`config.mk`:
```
export PLATFORM = sky130hd
export DESIGN_NAME = fpl_lamps
export DESIGN_NICKNAME = d
export VERILOG_FILES = /design/src/hdl/fpl_pkg.sv /design/src/hdl/fpl_tick_if.sv /design/src/hdl/fpl_blink.sv /design/src/hdl/fpl_sync.sv /design/src/hdl/fpl_lamps.sv
export SDC_FILE = /design/constraint.sdc
export NUM_CORES = 1
export LEC_CHECK = 0
export ABC_AREA = 1
export BUFFER_PORTS_ARGS = -buffer_cell sky130_fd_sc_hd__buf_4
export CAP_MARGIN = 40
export CORE_UTILIZATION = 35
export CTS_BUF_LIST = sky130_fd_sc_hd__clkbuf_8
export DETAILED_ROUTE_END_ITERATION = 8
export PLACE_DENSITY = 0.53
export SETUP_SLACK_MARGIN = 0.3
export SYNTH_ARGS = -nofsm -noshare
export SYNTH_HDL_FRONTEND = slang
export SYNTH_HIERARCHICAL = 1
export SYNTH_SLANG_ARGS = --single-unit
```
`constraint.sdc`:
```
create_clock -name aclk -period 3.2 [get_ports aclk]
set_clock_uncertainty 0.15 [all_clocks]
set_input_delay 0.64 -clock aclk [delete_from_list [all_inputs] [get_ports aclk]]
set_output_delay 0.64 -clock aclk [all_outputs]
set_load 0.1 [all_outputs]
```
`src/hdl/fpl_pkg.sv`:
```
package fpl_pkg;

	// ------------------------------------------------------------
	// Register map and bus widths
	// ------------------------------------------------------------
	localparam int ADDR_W = 8;
	localparam int DATA_W = 32;
	localparam logic [7:0] OFF_CTRL = 8'h00;
	localparam logic [7:0] OFF_DUMP = 8'h04;
	localparam logic [7:0] OFF_STAT = 8'h08;
	localparam logic [1:0] RESP_OKAY = 2'h0;
	localparam logic [1:0] RESP_SLVERR = 2'h2;

	// ------------------------------------------------------------
	// Field positions and reset values
	// ------------------------------------------------------------
	localparam int CTRL_ERR = 0;
	localparam int CTRL_WARN = 1;
	localparam int CTRL_JOG = 2;
	localparam int CTRL_RUN = 3;
	localparam int CTRL_DEV = 4;
	localparam int CTRL_RECOV = 5;
	localparam int CTRL_TEST = 6;
	localparam int CTRL_DROP = 7;
	localparam int CTRL_BOOTED = 8;
	localparam int CTRL_W = 9;
	localparam logic [8:0] CTRL_RST = 9'h000;
	localparam int DUMP_OK = 0;
	localparam int DUMP_FAIL = 1;
	localparam int STAT_LAMP = 0;
	localparam int STAT_STATE = 5;
	localparam int STAT_ESTOP = 7;
	localparam int STAT_REQ = 8;
	localparam int STAT_PHASE = 9;
	localparam int LAMP_FAULT = 0;
	localparam int LAMP_ESTOP = 1;
	localparam int LAMP_JOG = 2;
	localparam int LAMP_RUN = 3;
	localparam int LAMP_DEV = 4;
	localparam int PIN_TRIG = 0;
	localparam int PIN_ESTOP = 1;
	localparam int PIN_W = 2;

	// ------------------------------------------------------------
	// Timing
	// ------------------------------------------------------------
	localparam int CLK_KHZ = 125000;
	localparam int HOLD_MS = 2000;
	localparam int BLINK_HALF_MS = 250;
	localparam int HOLD_CYC = HOLD_MS * CLK_KHZ;
	localparam int BLINK_CYC = BLINK_HALF_MS * CLK_KHZ;
	localparam int CNT_W = 28;

	// Dump sequence states
	typedef enum logic [1:0] {ST_IDLE, ST_DUMP, ST_OK, ST_FAIL} fpl_dump_e;

endpackage

```
`src/hdl/fpl_tick_if.sv`:
```
`timescale 1ns/1ps
interface fpl_tick_if;
	logic phase;
	logic [1:0] pins;

	modport blink_mp (output phase);
	modport sync_mp (output pins);
	modport use_mp (input phase, input pins);
endinterface

```
`src/hdl/fpl_blink.sv`:
```
`timescale 1ns/1ps
module fpl_blink #(
	parameter int unsigned HALF_CYCLES = fpl_pkg::BLINK_CYC
) (
	input wire logic aclk,
	input wire logic aresetn,
	fpl_tick_if.blink_mp tick
);
	logic [fpl_pkg::CNT_W-1:0] cnt_r;
	logic phase_r;
	wire logic wrap = (cnt_r == fpl_pkg::CNT_W'(HALF_CYCLES - 1));

	// Free-running half-period counter; one phase for every lamp
	always_ff @(posedge aclk) begin
		if (!aresetn) begin
			cnt_r <= '0;
			phase_r <= 1'b0;
		end else begin
			cnt_r <= wrap ? '0 : cnt_r + 1'b1;
			phase_r <= wrap ? ~phase_r : phase_r;
		end
	end

	assign tick.phase = phase_r;
endmodule

```
`src/hdl/fpl_sync.sv`:
```
`timescale 1ns/1ps
module fpl_sync (
	input wire logic aclk,
	input wire logic aresetn,
	input wire logic [1:0] pins_in,
	fpl_tick_if.sync_mp tick
);
	logic [1:0] meta_r;
	logic [1:0] sync_r;

	// Two-stage synchroniser; only the second stage is visible
	always_ff @(posedge aclk) begin
		if (!aresetn) begin
			meta_r <= 2'h0;
			sync_r <= 2'h0;
		end else begin
			meta_r <= pins_in;
			sync_r <= meta_r;
		end
	end

	assign tick.pins = sync_r;
endmodule

```
`src/hdl/fpl_lamps.sv`:
```
`timescale 1ns/1ps
// Function
// - Five separate lamp outputs driven
// - Error steady fault, warning blinks, stop steady
// - Jog/test, run, development modes blink lamps
// - Start-up blinks jog, run, development together
// - Trigger press starts status dump once booted and idle
// - Dump in progress blinks three mode lamps
// - Dump success: three lamps on, fault off
// - Dump failure: four lamps on two seconds
// - Recovery: fault, jog, development steady on
// - Supply drop: jog and run steady on
module fpl_lamps #(
	parameter int unsigned HOLD_CYCLES = fpl_pkg::HOLD_CYC,
	parameter int unsigned BLINK_CYCLES = fpl_pkg::BLINK_CYC
) (
	input wire logic aclk,
	input wire logic aresetn,
	input wire logic [7:0] s_axi_awaddr,
	input wire logic s_axi_awvalid,
	output logic s_axi_awready,
	input wire logic [31:0] s_axi_wdata,
	input wire logic [3:0] s_axi_wstrb,
	input wire logic s_axi_wvalid,
	output logic s_axi_wready,
	output logic [1:0] s_axi_bresp,
	output logic s_axi_bvalid,
	input wire logic s_axi_bready,
	input wire logic [7:0] s_axi_araddr,
	input wire logic s_axi_arvalid,
	output logic s_axi_arready,
	output logic [31:0] s_axi_rdata,
	output logic [1:0] s_axi_rresp,
	output logic s_axi_rvalid,
	input wire logic s_axi_rready,
	input wire logic trigger_in,
	input wire logic estop_in,
	output logic lamp_fault,
	output logic lamp_estop,
	output logic lamp_jog,
	output logic lamp_run,
	output logic lamp_dev,
	output logic dump_start,
	output logic dump_busy
);

	// ------------------------------------------------------------
	// Helpers
	// ------------------------------------------------------------

	// Word-address match against a register offset
	function automatic logic hit(input logic [7:0] addr, input logic [7:0] off);
		hit = (addr[7:2] == off[7:2]);
	endfunction

	// ------------------------------------------------------------
	// Pin synchroniser and blink phase
	// ------------------------------------------------------------
	fpl_tick_if tick ();

	fpl_sync u_sync (
		.aclk(aclk),
		.aresetn(aresetn),
		.pins_in({estop_in, trigger_in}),
		.tick(tick)
	);

	fpl_blink #(
		.HALF_CYCLES(BLINK_CYCLES)
	) u_blink (
		.aclk(aclk),
		.aresetn(aresetn),
		.tick(tick)
	);

	// Shared blink phase and synchronised pins
	wire logic phase = tick.phase;
	wire logic trig_s = tick.pins[fpl_pkg::PIN_TRIG];
	wire logic estop_s = tick.pins[fpl_pkg::PIN_ESTOP];

	// ------------------------------------------------------------
	// State
	// ------------------------------------------------------------
	// Write channel registers
	logic awready_r;
	logic wready_r;
	logic aw_got_r;
	logic w_got_r;
	logic [7:0] waddr_r;
	logic [31:0] wdata_r;
	logic [3:0] wstrb_r;
	logic bvalid_r;
	logic [1:0] bresp_r;

	// Read channel registers
	logic arready_r;
	logic rvalid_r;
	logic [31:0] rdata_r;
	logic [1:0] rresp_r;

	// Control word and dump sequence
	logic [8:0] ctrl_r;
	logic [8:0] ctrl_nxt;
	logic req_r;
	logic trig_d_r;
	logic start_r;
	logic busy_r;
	logic [fpl_pkg::CNT_W-1:0] hold_cnt_r;
	fpl_pkg::fpl_dump_e st_r;
	fpl_pkg::fpl_dump_e st_nxt;

	// Lamp pattern registers
	logic [4:0] lamps_r;
	logic [4:0] lamps_nxt;

	// ------------------------------------------------------------
	// Write channel decode
	// ------------------------------------------------------------
	// Handshakes and register selects
	wire logic aw_hs = s_axi_awvalid & awready_r;
	wire logic w_hs = s_axi_wvalid & wready_r;
	wire logic wr_fire = aw_got_r & w_got_r & ~bvalid_r;
	wire logic wr_ctrl = wr_fire & hit(waddr_r, fpl_pkg::OFF_CTRL);
	wire logic wr_dump = wr_fire & hit(waddr_r, fpl_pkg::OFF_DUMP) & wstrb_r[0];
	wire logic wr_stat = wr_fire & hit(waddr_r, fpl_pkg::OFF_STAT) & wstrb_r[1];
	wire logic wr_mapped = hit(waddr_r, fpl_pkg::OFF_CTRL) | hit(waddr_r, fpl_pkg::OFF_DUMP)
		| hit(waddr_r, fpl_pkg::OFF_STAT);
	wire logic rep_ok = wr_dump & wdata_r[fpl_pkg::DUMP_OK];
	wire logic rep_fail = wr_dump & wdata_r[fpl_pkg::DUMP_FAIL];
	wire logic req_clr = wr_stat & wdata_r[fpl_pkg::STAT_REQ];

	// Byte-lane merge of the control word
	always_comb begin
		ctrl_nxt = ctrl_r;
		if (wstrb_r[0]) begin
			ctrl_nxt[7:0] = wdata_r[7:0];
		end
		if (wstrb_r[1]) begin
			ctrl_nxt[8] = wdata_r[8];
		end
	end

	// Address and data phases, taken in either order
	always_ff @(posedge aclk) begin
		if (!aresetn) begin
			awready_r <= 1'b0;
			wready_r <= 1'b0;
			aw_got_r <= 1'b0;
			w_got_r <= 1'b0;
			waddr_r <= 8'h00;
			wdata_r <= 32'h0000_0000;
			wstrb_r <= 4'h0;
		end else begin
			awready_r <= s_axi_awvalid & ~awready_r & ~aw_got_r & ~bvalid_r;
			wready_r <= s_axi_wvalid & ~wready_r & ~w_got_r & ~bvalid_r;
			if (aw_hs) begin
				waddr_r <= s_axi_awaddr;
			end
			if (w_hs) begin
				wdata_r <= s_axi_wdata;
				wstrb_r <= s_axi_wstrb;
			end
			aw_got_r <= wr_fire ? 1'b0 : (aw_got_r | aw_hs);
			w_got_r <= wr_fire ? 1'b0 : (w_got_r | w_hs);
		end
	end

	// Write response after both phases are in
	always_ff @(posedge aclk) begin
		if (!aresetn) begin
			bvalid_r <= 1'b0;
			bresp_r <= fpl_pkg::RESP_OKAY;
		end else if (wr_fire) begin
			bvalid_r <= 1'b1;
			bresp_r <= wr_mapped ? fpl_pkg::RESP_OKAY : fpl_pkg::RESP_SLVERR;
		end else if (bvalid_r & s_axi_bready) begin
			bvalid_r <= 1'b0;
		end
	end

	// Status flags written by the controller software
	always_ff @(posedge aclk) begin
		if (!aresetn) begin
			ctrl_r <= fpl_pkg::CTRL_RST;
		end else if (wr_ctrl) begin
			ctrl_r <= ctrl_nxt;
		end
	end

	// ------------------------------------------------------------
	// Read channel
	// ------------------------------------------------------------
	// Read handshake and data select
	wire logic ar_hs = s_axi_arvalid & arready_r;
	wire logic rd_ctrl = hit(s_axi_araddr, fpl_pkg::OFF_CTRL);
	wire logic rd_dump = hit(s_axi_araddr, fpl_pkg::OFF_DUMP);
	wire logic rd_stat = hit(s_axi_araddr, fpl_pkg::OFF_STAT);
	wire logic [31:0] stat_word = {22'h00_0000, phase, req_r, estop_s, st_r, lamps_r};
	wire logic [31:0] rd_word = rd_ctrl ? {23'h00_0000, ctrl_r} : rd_stat ? stat_word : 32'h0000_0000;

	// One read at a time, answered the cycle after the handshake
	always_ff @(posedge aclk) begin
		if (!aresetn) begin
			arready_r <= 1'b0;
			rvalid_r <= 1'b0;
			rdata_r <= 32'h0000_0000;
			rresp_r <= fpl_pkg::RESP_OKAY;
		end else begin
			arready_r <= s_axi_arvalid & ~arready_r & ~rvalid_r;
			if (ar_hs) begin
				rvalid_r <= 1'b1;
				rdata_r <= rd_word;
				rresp_r <= (rd_ctrl | rd_dump | rd_stat) ? fpl_pkg::RESP_OKAY : fpl_pkg::RESP_SLVERR;
			end else if (rvalid_r & s_axi_rready) begin
				rvalid_r <= 1'b0;
			end
		end
	end

	// ------------------------------------------------------------
	// Status dump sequence
	// ------------------------------------------------------------
	// Press detection and hold timing
	wire logic booted = ctrl_r[fpl_pkg::CTRL_BOOTED];
	wire logic press = trig_s & ~trig_d_r;
	wire logic accept = press & booted & (st_r == fpl_pkg::ST_IDLE);
	wire logic holding = (st_r == fpl_pkg::ST_OK) | (st_r == fpl_pkg::ST_FAIL);
	wire logic hold_end = holding & (hold_cnt_r == fpl_pkg::CNT_W'(HOLD_CYCLES - 1));

	// Next dump state
	always_comb begin
		st_nxt = st_r;
		case (st_r)
			fpl_pkg::ST_IDLE: begin
				if (accept) begin
					st_nxt = fpl_pkg::ST_DUMP;
				end
			end
			fpl_pkg::ST_DUMP: begin
				if (rep_fail) begin
					st_nxt = fpl_pkg::ST_FAIL;
				end else if (rep_ok) begin
					st_nxt = fpl_pkg::ST_OK;
				end
			end
			fpl_pkg::ST_OK: begin
				if (hold_end) begin
					st_nxt = fpl_pkg::ST_IDLE;
				end
			end
			fpl_pkg::ST_FAIL: begin
				if (hold_end) begin
					st_nxt = fpl_pkg::ST_IDLE;
				end
			end
			default: begin
				st_nxt = fpl_pkg::ST_IDLE;
			end
		endcase
	end

	// State, two-second hold counter, start pulse
	always_ff @(posedge aclk) begin
		if (!aresetn) begin
			st_r <= fpl_pkg::ST_IDLE;
			hold_cnt_r <= '0;
			trig_d_r <= 1'b0;
			start_r <= 1'b0;
			busy_r <= 1'b0;
		end else begin
			st_r <= st_nxt;
			hold_cnt_r <= holding ? hold_cnt_r + 1'b1 : '0;
			trig_d_r <= trig_s;
			start_r <= accept;
			busy_r <= (st_nxt == fpl_pkg::ST_DUMP);
		end
	end

	// Sticky press flag; a new press beats a clear
	always_ff @(posedge aclk) begin
		if (!aresetn) begin
			req_r <= 1'b0;
		end else begin
			req_r <= accept | (req_r & ~req_clr);
		end
	end

	// ------------------------------------------------------------
	// Lamp pattern
	// ------------------------------------------------------------
	// Control flags feeding the lamp tiers
	wire logic err = ctrl_r[fpl_pkg::CTRL_ERR];
	wire logic warn = ctrl_r[fpl_pkg::CTRL_WARN];
	wire logic recov = ctrl_r[fpl_pkg::CTRL_RECOV];
	wire logic drop = ctrl_r[fpl_pkg::CTRL_DROP];
	wire logic jog_m = ctrl_r[fpl_pkg::CTRL_JOG] | ctrl_r[fpl_pkg::CTRL_TEST];

	// Mode lamps {dev, run, jog} for each tier
	wire logic [2:0] t1_mode = holding ? 3'b111 : {3{phase}};
	wire logic [2:0] t2_mode = recov ? 3'b101 : 3'b011;
	wire logic [2:0] t4_mode = {ctrl_r[fpl_pkg::CTRL_DEV], ctrl_r[fpl_pkg::CTRL_RUN], jog_m} & {3{phase}};
	wire logic tier1 = (st_r != fpl_pkg::ST_IDLE) | ~booted;
	wire logic tier2 = recov | drop;
	wire logic [2:0] mode_sel = tier1 ? t1_mode : tier2 ? t2_mode : t4_mode;

	// Fault lamp chain
	wire logic t3_fault = err | (warn & phase);
	wire logic t2_fault = recov | t3_fault;
	wire logic fault_sel = (st_r == fpl_pkg::ST_FAIL) ? 1'b1 : (st_r == fpl_pkg::ST_OK) ? 1'b0 : t2_fault;

	// Emergency stop lamp follows the synchronised input
	assign lamps_nxt = {mode_sel, estop_s, fault_sel};

	// Registered lamps
	always_ff @(posedge aclk) begin
		if (!aresetn) begin
			lamps_r <= 5'h00;
		end else begin
			lamps_r <= lamps_nxt;
		end
	end

	// ------------------------------------------------------------
	// Outputs
	// ------------------------------------------------------------
	// Bus channel outputs
	assign s_axi_awready = awready_r;
	assign s_axi_wready = wready_r;
	assign s_axi_bvalid = bvalid_r;
	assign s_axi_bresp = bresp_r;
	assign s_axi_arready = arready_r;
	assign s_axi_rvalid = rvalid_r;
	assign s_axi_rdata = rdata_r;
	assign s_axi_rresp = rresp_r;

	// Lamp and dump outputs
	assign lamp_fault = lamps_r[fpl_pkg::LAMP_FAULT];
	assign lamp_estop = lamps_r[fpl_pkg::LAMP_ESTOP];
	assign lamp_jog = lamps_r[fpl_pkg::LAMP_JOG];
	assign lamp_run = lamps_r[fpl_pkg::LAMP_RUN];
	assign lamp_dev = lamps_r[fpl_pkg::LAMP_DEV];
	assign dump_start = start_r;
	assign dump_busy = busy_r;

endmodule

```
---- Word level (Yosys, flattened, before mapping) ----
Index checks and enable logic that the tools add are counted.
cells by class
  add/subtract/negate cells ............... 2
  equality and inequality tests ........... 10
  mux-type cells .......................... 19
  bitwise gates (word level) .............. 55
  reductions and logical operators ........ 12
operators by type and width
  cell                                                                      count
  28-bit by 1-bit adder with 28-bit output (second input constant)          2
  1-bit AND                                                                 29
  28-bit by 25-bit equality test with 1-bit output (second input constant)  1
  28-bit equality test (second input constant)                              1
  10-bit 2-to-1 mux                                                         2
  1-bit OR                                                                  13
  6-bit by 1-bit equality test with 1-bit output (second input constant)    2
  6-bit by 2-bit equality test with 1-bit output (second input constant)    2
  6-bit zero test                                                           2
  2-bit 2-to-1 mux                                                          6
  3-bit 2-to-1 mux                                                          4
  1-bit NOT                                                                 12
  1-bit 2-to-1 mux                                                          6
  2-bit one-hot mux with 3 select lines                                     1
  2-bit AND reduction                                                       3
  2-bit nonzero test                                                        3
  2-bit OR reduction                                                        3
  2-bit by 1-bit equality test with 1-bit output (second input constant)    2
  2-bit equality test (second input constant)                               2
  3-bit AND                                                                 1
  2-bit zero test                                                           1
word-level totals
  register bits after elaboration ......... 143
  output and inout port bits .............. 48
  logic and storage cells ................. 124

---- Longest topological paths before layout ----
  depth in word-level cells ............... 9
  depth in mapped cells ................... 9
  depth with buffers taken out ............ 9

---- Hierarchy ----
Netlist, hierarchy kept.
by module, submodules not included
  module     times used  cells each  area an instance (µm²)  sequential area each (µm²)
  fpl_lamps  1           575         3948.8                  1681.6
  fpl_blink  1           275         1671.6                  580.6
  fpl_sync   1           12          110.1                   80.1

---- Worst setup path after synthesis ----
OpenSTA, ideal clock, no wires.
  kind .................................... reg2reg
  start point ............................. register arready_r (netlist: s_axi_arready)
  end point ............................... register rdata_r[6] (netlist: s_axi_rdata[6])
  data arrival time ....................... 1.692 ns
  data required time ...................... 2.941 ns
  setup slack ............................. 1.249 ns
  stages on the path, launching flop included .. 7
  path buffers ............................ 1
  cell sequence ........................... dfxtp_1 > nand2_1 > inv_1 > clkbuf_1 > nand3_1 > nand2_1 > inv_1
between the ends
  cells in the longest elaborated chain, start to end .. 1
RTL lines
  what                    line              source
  from (decl)             fpl_lamps.sv:96   logic arready_r;
  from (signal assigned)  fpl_lamps.sv:209  arready_r <= s_axi_arvalid & ~arready_r & ~rvalid_r;
  1-bit AND               fpl_lamps.sv:194  wire logic ar_hs = s_axi_arvalid & arready_r;
  to (signal assigned)    fpl_lamps.sv:212  rdata_r <= rd_word;
  to (decl)               fpl_lamps.sv:98   logic [31:0] rdata_r;
No other way between the ends.
A chain may end at the register's enable or synchronous reset.

---- Worst setup path after layout ----
  start point ............................. register bvalid_r (netlist: s_axi_bvalid)
  end point ............................... output port s_axi_bvalid
RTL lines
  what                    line              source
  from (decl)             fpl_lamps.sv:92   logic bvalid_r;
  from (signal assigned)  fpl_lamps.sv:171  bvalid_r <= 1'b0;
  from (signal assigned)  fpl_lamps.sv:174  bvalid_r <= 1'b1;
  from (signal assigned)  fpl_lamps.sv:177  bvalid_r <= 1'b0;
  to (decl)               fpl_lamps.sv:27   output logic s_axi_bvalid,
No word-level cell between the ends.

==> summary.txt <==
Status
  – Outcome: completed

Power
  – Combinational share of power: 11.0%
  – Worst VDD drop: 0.000232 V
  – Int Power: 2.23 mW
  – Clock share of power: 40.8%
  – Pleak: 2.57 nW
  – Sw power: 882 µW
  – Sw Ratio: 28.3%
  – PD cells: 469 mW/mm²
  – Sequential share of power: 48.2%

Drt
  – Drt initial violations: 329
  – Number of detailed-route iterations in the first pass: 7
  – Met2 routed WL: 5880 µm
  – Routed via count: 5082
  – Met3 wire len: 522 µm
  – M1 WL: 6780 µm
  – Drt via density: 4.41
  – Post-route ant nets: 0
  – Top Metal Used: met4
  – Drt total wl: 13400 µm
  – Wire per inst: 11.6 µm
  – Number of remaining DRC errors: 0

Setup path
  – Crit-path leading delay family: flip-flops
  – Crit path largest cell delay: 380 ps
  – Crit path max fanout: 4
  – CP startpoint: s_axi_bvalid
  – Worst flop-to-flop path startpoint: hold_cnt_r[0]
  – Buf/Inv on CP: 1
  – Slowest CP cell: dfxtp_1
  – Critical path type: flop to primary output
  – Crit-path cells: buf_4
  – Crit path DAT: 1130 ps
  – Crit path launch type: flop
  – Worst setup EP type: primary output
  – WP data required: 2410 ps

Placement
  – Port Buf Inserts: 55
  – RD Place Congestion: 0.874
  – DP Area: 0.00627 mm²
  – Post-DP HPWL: 9870 µm

Die
  – Die area: 0.0169 mm²
  – Row count: 46
  – Initial Util: 35.9%
  – Die X: 130 µm
  – Core box area: 0.0159 mm²
  – Die height: 130 µm
  – Top Ports: 109

Logic synthesis
  – Synth Register Bits: 117
  – Top cell type's share of synthesized area: 40.9%
  – Synth cell types: 37
  – Synth Area per Inst: 6.65 µm²
  – Dominant cells by area after synthesis: dfxtp_1, nand2_1, nor2_1
  – Cell area after synthesis: 0.00573 mm²
  – Ys Warns: 6
  – Post-Synthesis Cells: 862
  – Largest area contributor in the netlist: dfxtp_1
  – Post-synthesis sequential area ratio: 40.9%

Clocking
  – Clock Path Buffers: 2
  – Hold buffers post-CTS: 0
  – Clk sinks: 117
  – Latest clock arrival within the worst-skew pair: 440 ps
  – CTS root buf: clkbuf_8
  – CTS tree: yes
  – Post-CTS sizing: 0
  – Worst-path clk slew: 60 ps
  – CTS HTree Levels: 4
  – Post-CTS setup buffer count: 0
  – CTS buffer count: 17

STA
  – Final setup violation count: 0
  – Pins Over Slew Limit: 0
  – TNS Setup: 0 ps
  – Final critical-path required period: 1920 ps
  – Fin. Hold Viols: 0
  – Tcrit/Tclk final: 59.9%
  – RSZ-0062 raised after global routing: false
  – Fmax: 0.522 GHz
  – Slew at the pin closest to its max-slew limit: 646 ps
  – Worst slew margin: 56.8%

Global routing
  – GRT overflow: 0
  – Vias in the first global route: 4388
  – First-pass GRT wire length: 21500 µm
  – GRT Total Usage: 16.6%
  – Initial antenna violation count: 0
  – Largest net degree at the start of global routing: 29

Cells and area
  – Commonest non-fill, non-tap cells in the layout: nand2_1, nor2_1, dfxtp_1, inv_1, buf_4
  – Layout area overhead: 15.9%
  – Nets: 988
  – Layout Utilization: 41.7%
  – Commonest non-fill, non-tap cell in the layout: nand2_1
  – Number of diodes: 0
  – Share of layout cells above drive strength 1: 13.9%
  – Final Cell Area: 0.00664 mm²

Hold path
  – HP Start: estop_in
  – HP Class: input pin to flop

Run
  – MaxCap Viol Count: 0
[sequential cells by signal, summed over array words and instances (netlist names), 2 cells and up]
signal,flops
u_sync/meta_r,2
lamps_r,5
st_r,2
s_axi_rdata,10
wstrb_r,2
hold_cnt_r,28
u_blink/cnt_r,28
u_sync/tick.pins,2
wdata_r,9
waddr_r,6
ctrl_r,9
[area by class of cell]
cell class                 count  area, µm²
multi-input combinational    639       2880
sequential                   117       2340
timing repair buffer          57        428
inverter                      93        350
fill                        1724       9300
tap                          216        270
clock buffer                  21        289
clock inverter                10       80.1
[final timing paths]
| check | to | slack, ps | cells past startpoint |
|---|---|---|---|
| max | s_axi_bvalid | 1280 | 1 |
| min | u_sync/meta_r[1] | 240 | 3 |
| max reg2reg | hold_cnt_r[16] | 1370 | 7 |
| min reg2reg | u_sync/tick.pins[0] | 260 | 2 |
[layer usage]
metal  GRT usage (%)  vias up
met5               0        -
met4            6.50        0
met3            4.14       16
met2            25.2       88
met1            22.6     2229
li1                -     2749
[stage by stage]
stage / hold WS (ps) / cells / total power [mW] / setup slack, ps
floorplan: 240 / 885 / 1.83 / 1250
global placement: 242 / 1122 / 1.88 / 1150
detailed placement: 249 / 1122 / 1.88 / 1120
CTS: 215 / 1153 / 3.16 / 1250
global route: 246 / 1153 / 3.26 / 1190
finish: 243 / 1153 / 3.11 / 1280
[kinds of logic after synthesis]
| kind of cell | after synthesis | share of synthesized area, % |
|---|---|---|
| flip-flops | 117 | 40.9 |
| AO/OA/AOI/OAI | 93 | 8.36 |
| other | 1 | 0.0654 |
| XOR/XNOR | 15 | 2.29 |
| adder cells (fa/ha/maj) | 2 | 0.437 |
| buffers and inverters | 129 | 10.3 |
| AND/OR/NAND/NOR | 505 | 37.6 |
[power groups by stage]
stage          Sequential (mW)  Combinational [mW]  Clock (mW)
6_report                  1.50               0.342        1.27
5_1_grt                   1.50               0.363        1.39
4_1_cts                   1.50               0.343        1.32
3_5_place_dp              1.53               0.343           0
3_3_place_gp              1.53               0.343           0
2_1_floorplan             1.60               0.227           0
[synth_stat cells (all sizes together)]
cell	instances
o21ai	39
a21oi	50
inv	91
nor2	197
clkbuf	9
nand3	43
dfxtp	117
conb	1
nor4	2
xor2	13
nand3b	6
nand4	3
o211ai	1
nor3	7
ha	2
o21bai	1
and3	3
clkinv	2
o21a	1
nor3b	1
nand2	243
xnor2	2
a211oi	1
buf	27
Note: power is estimated with default switching activity, not from simulation.
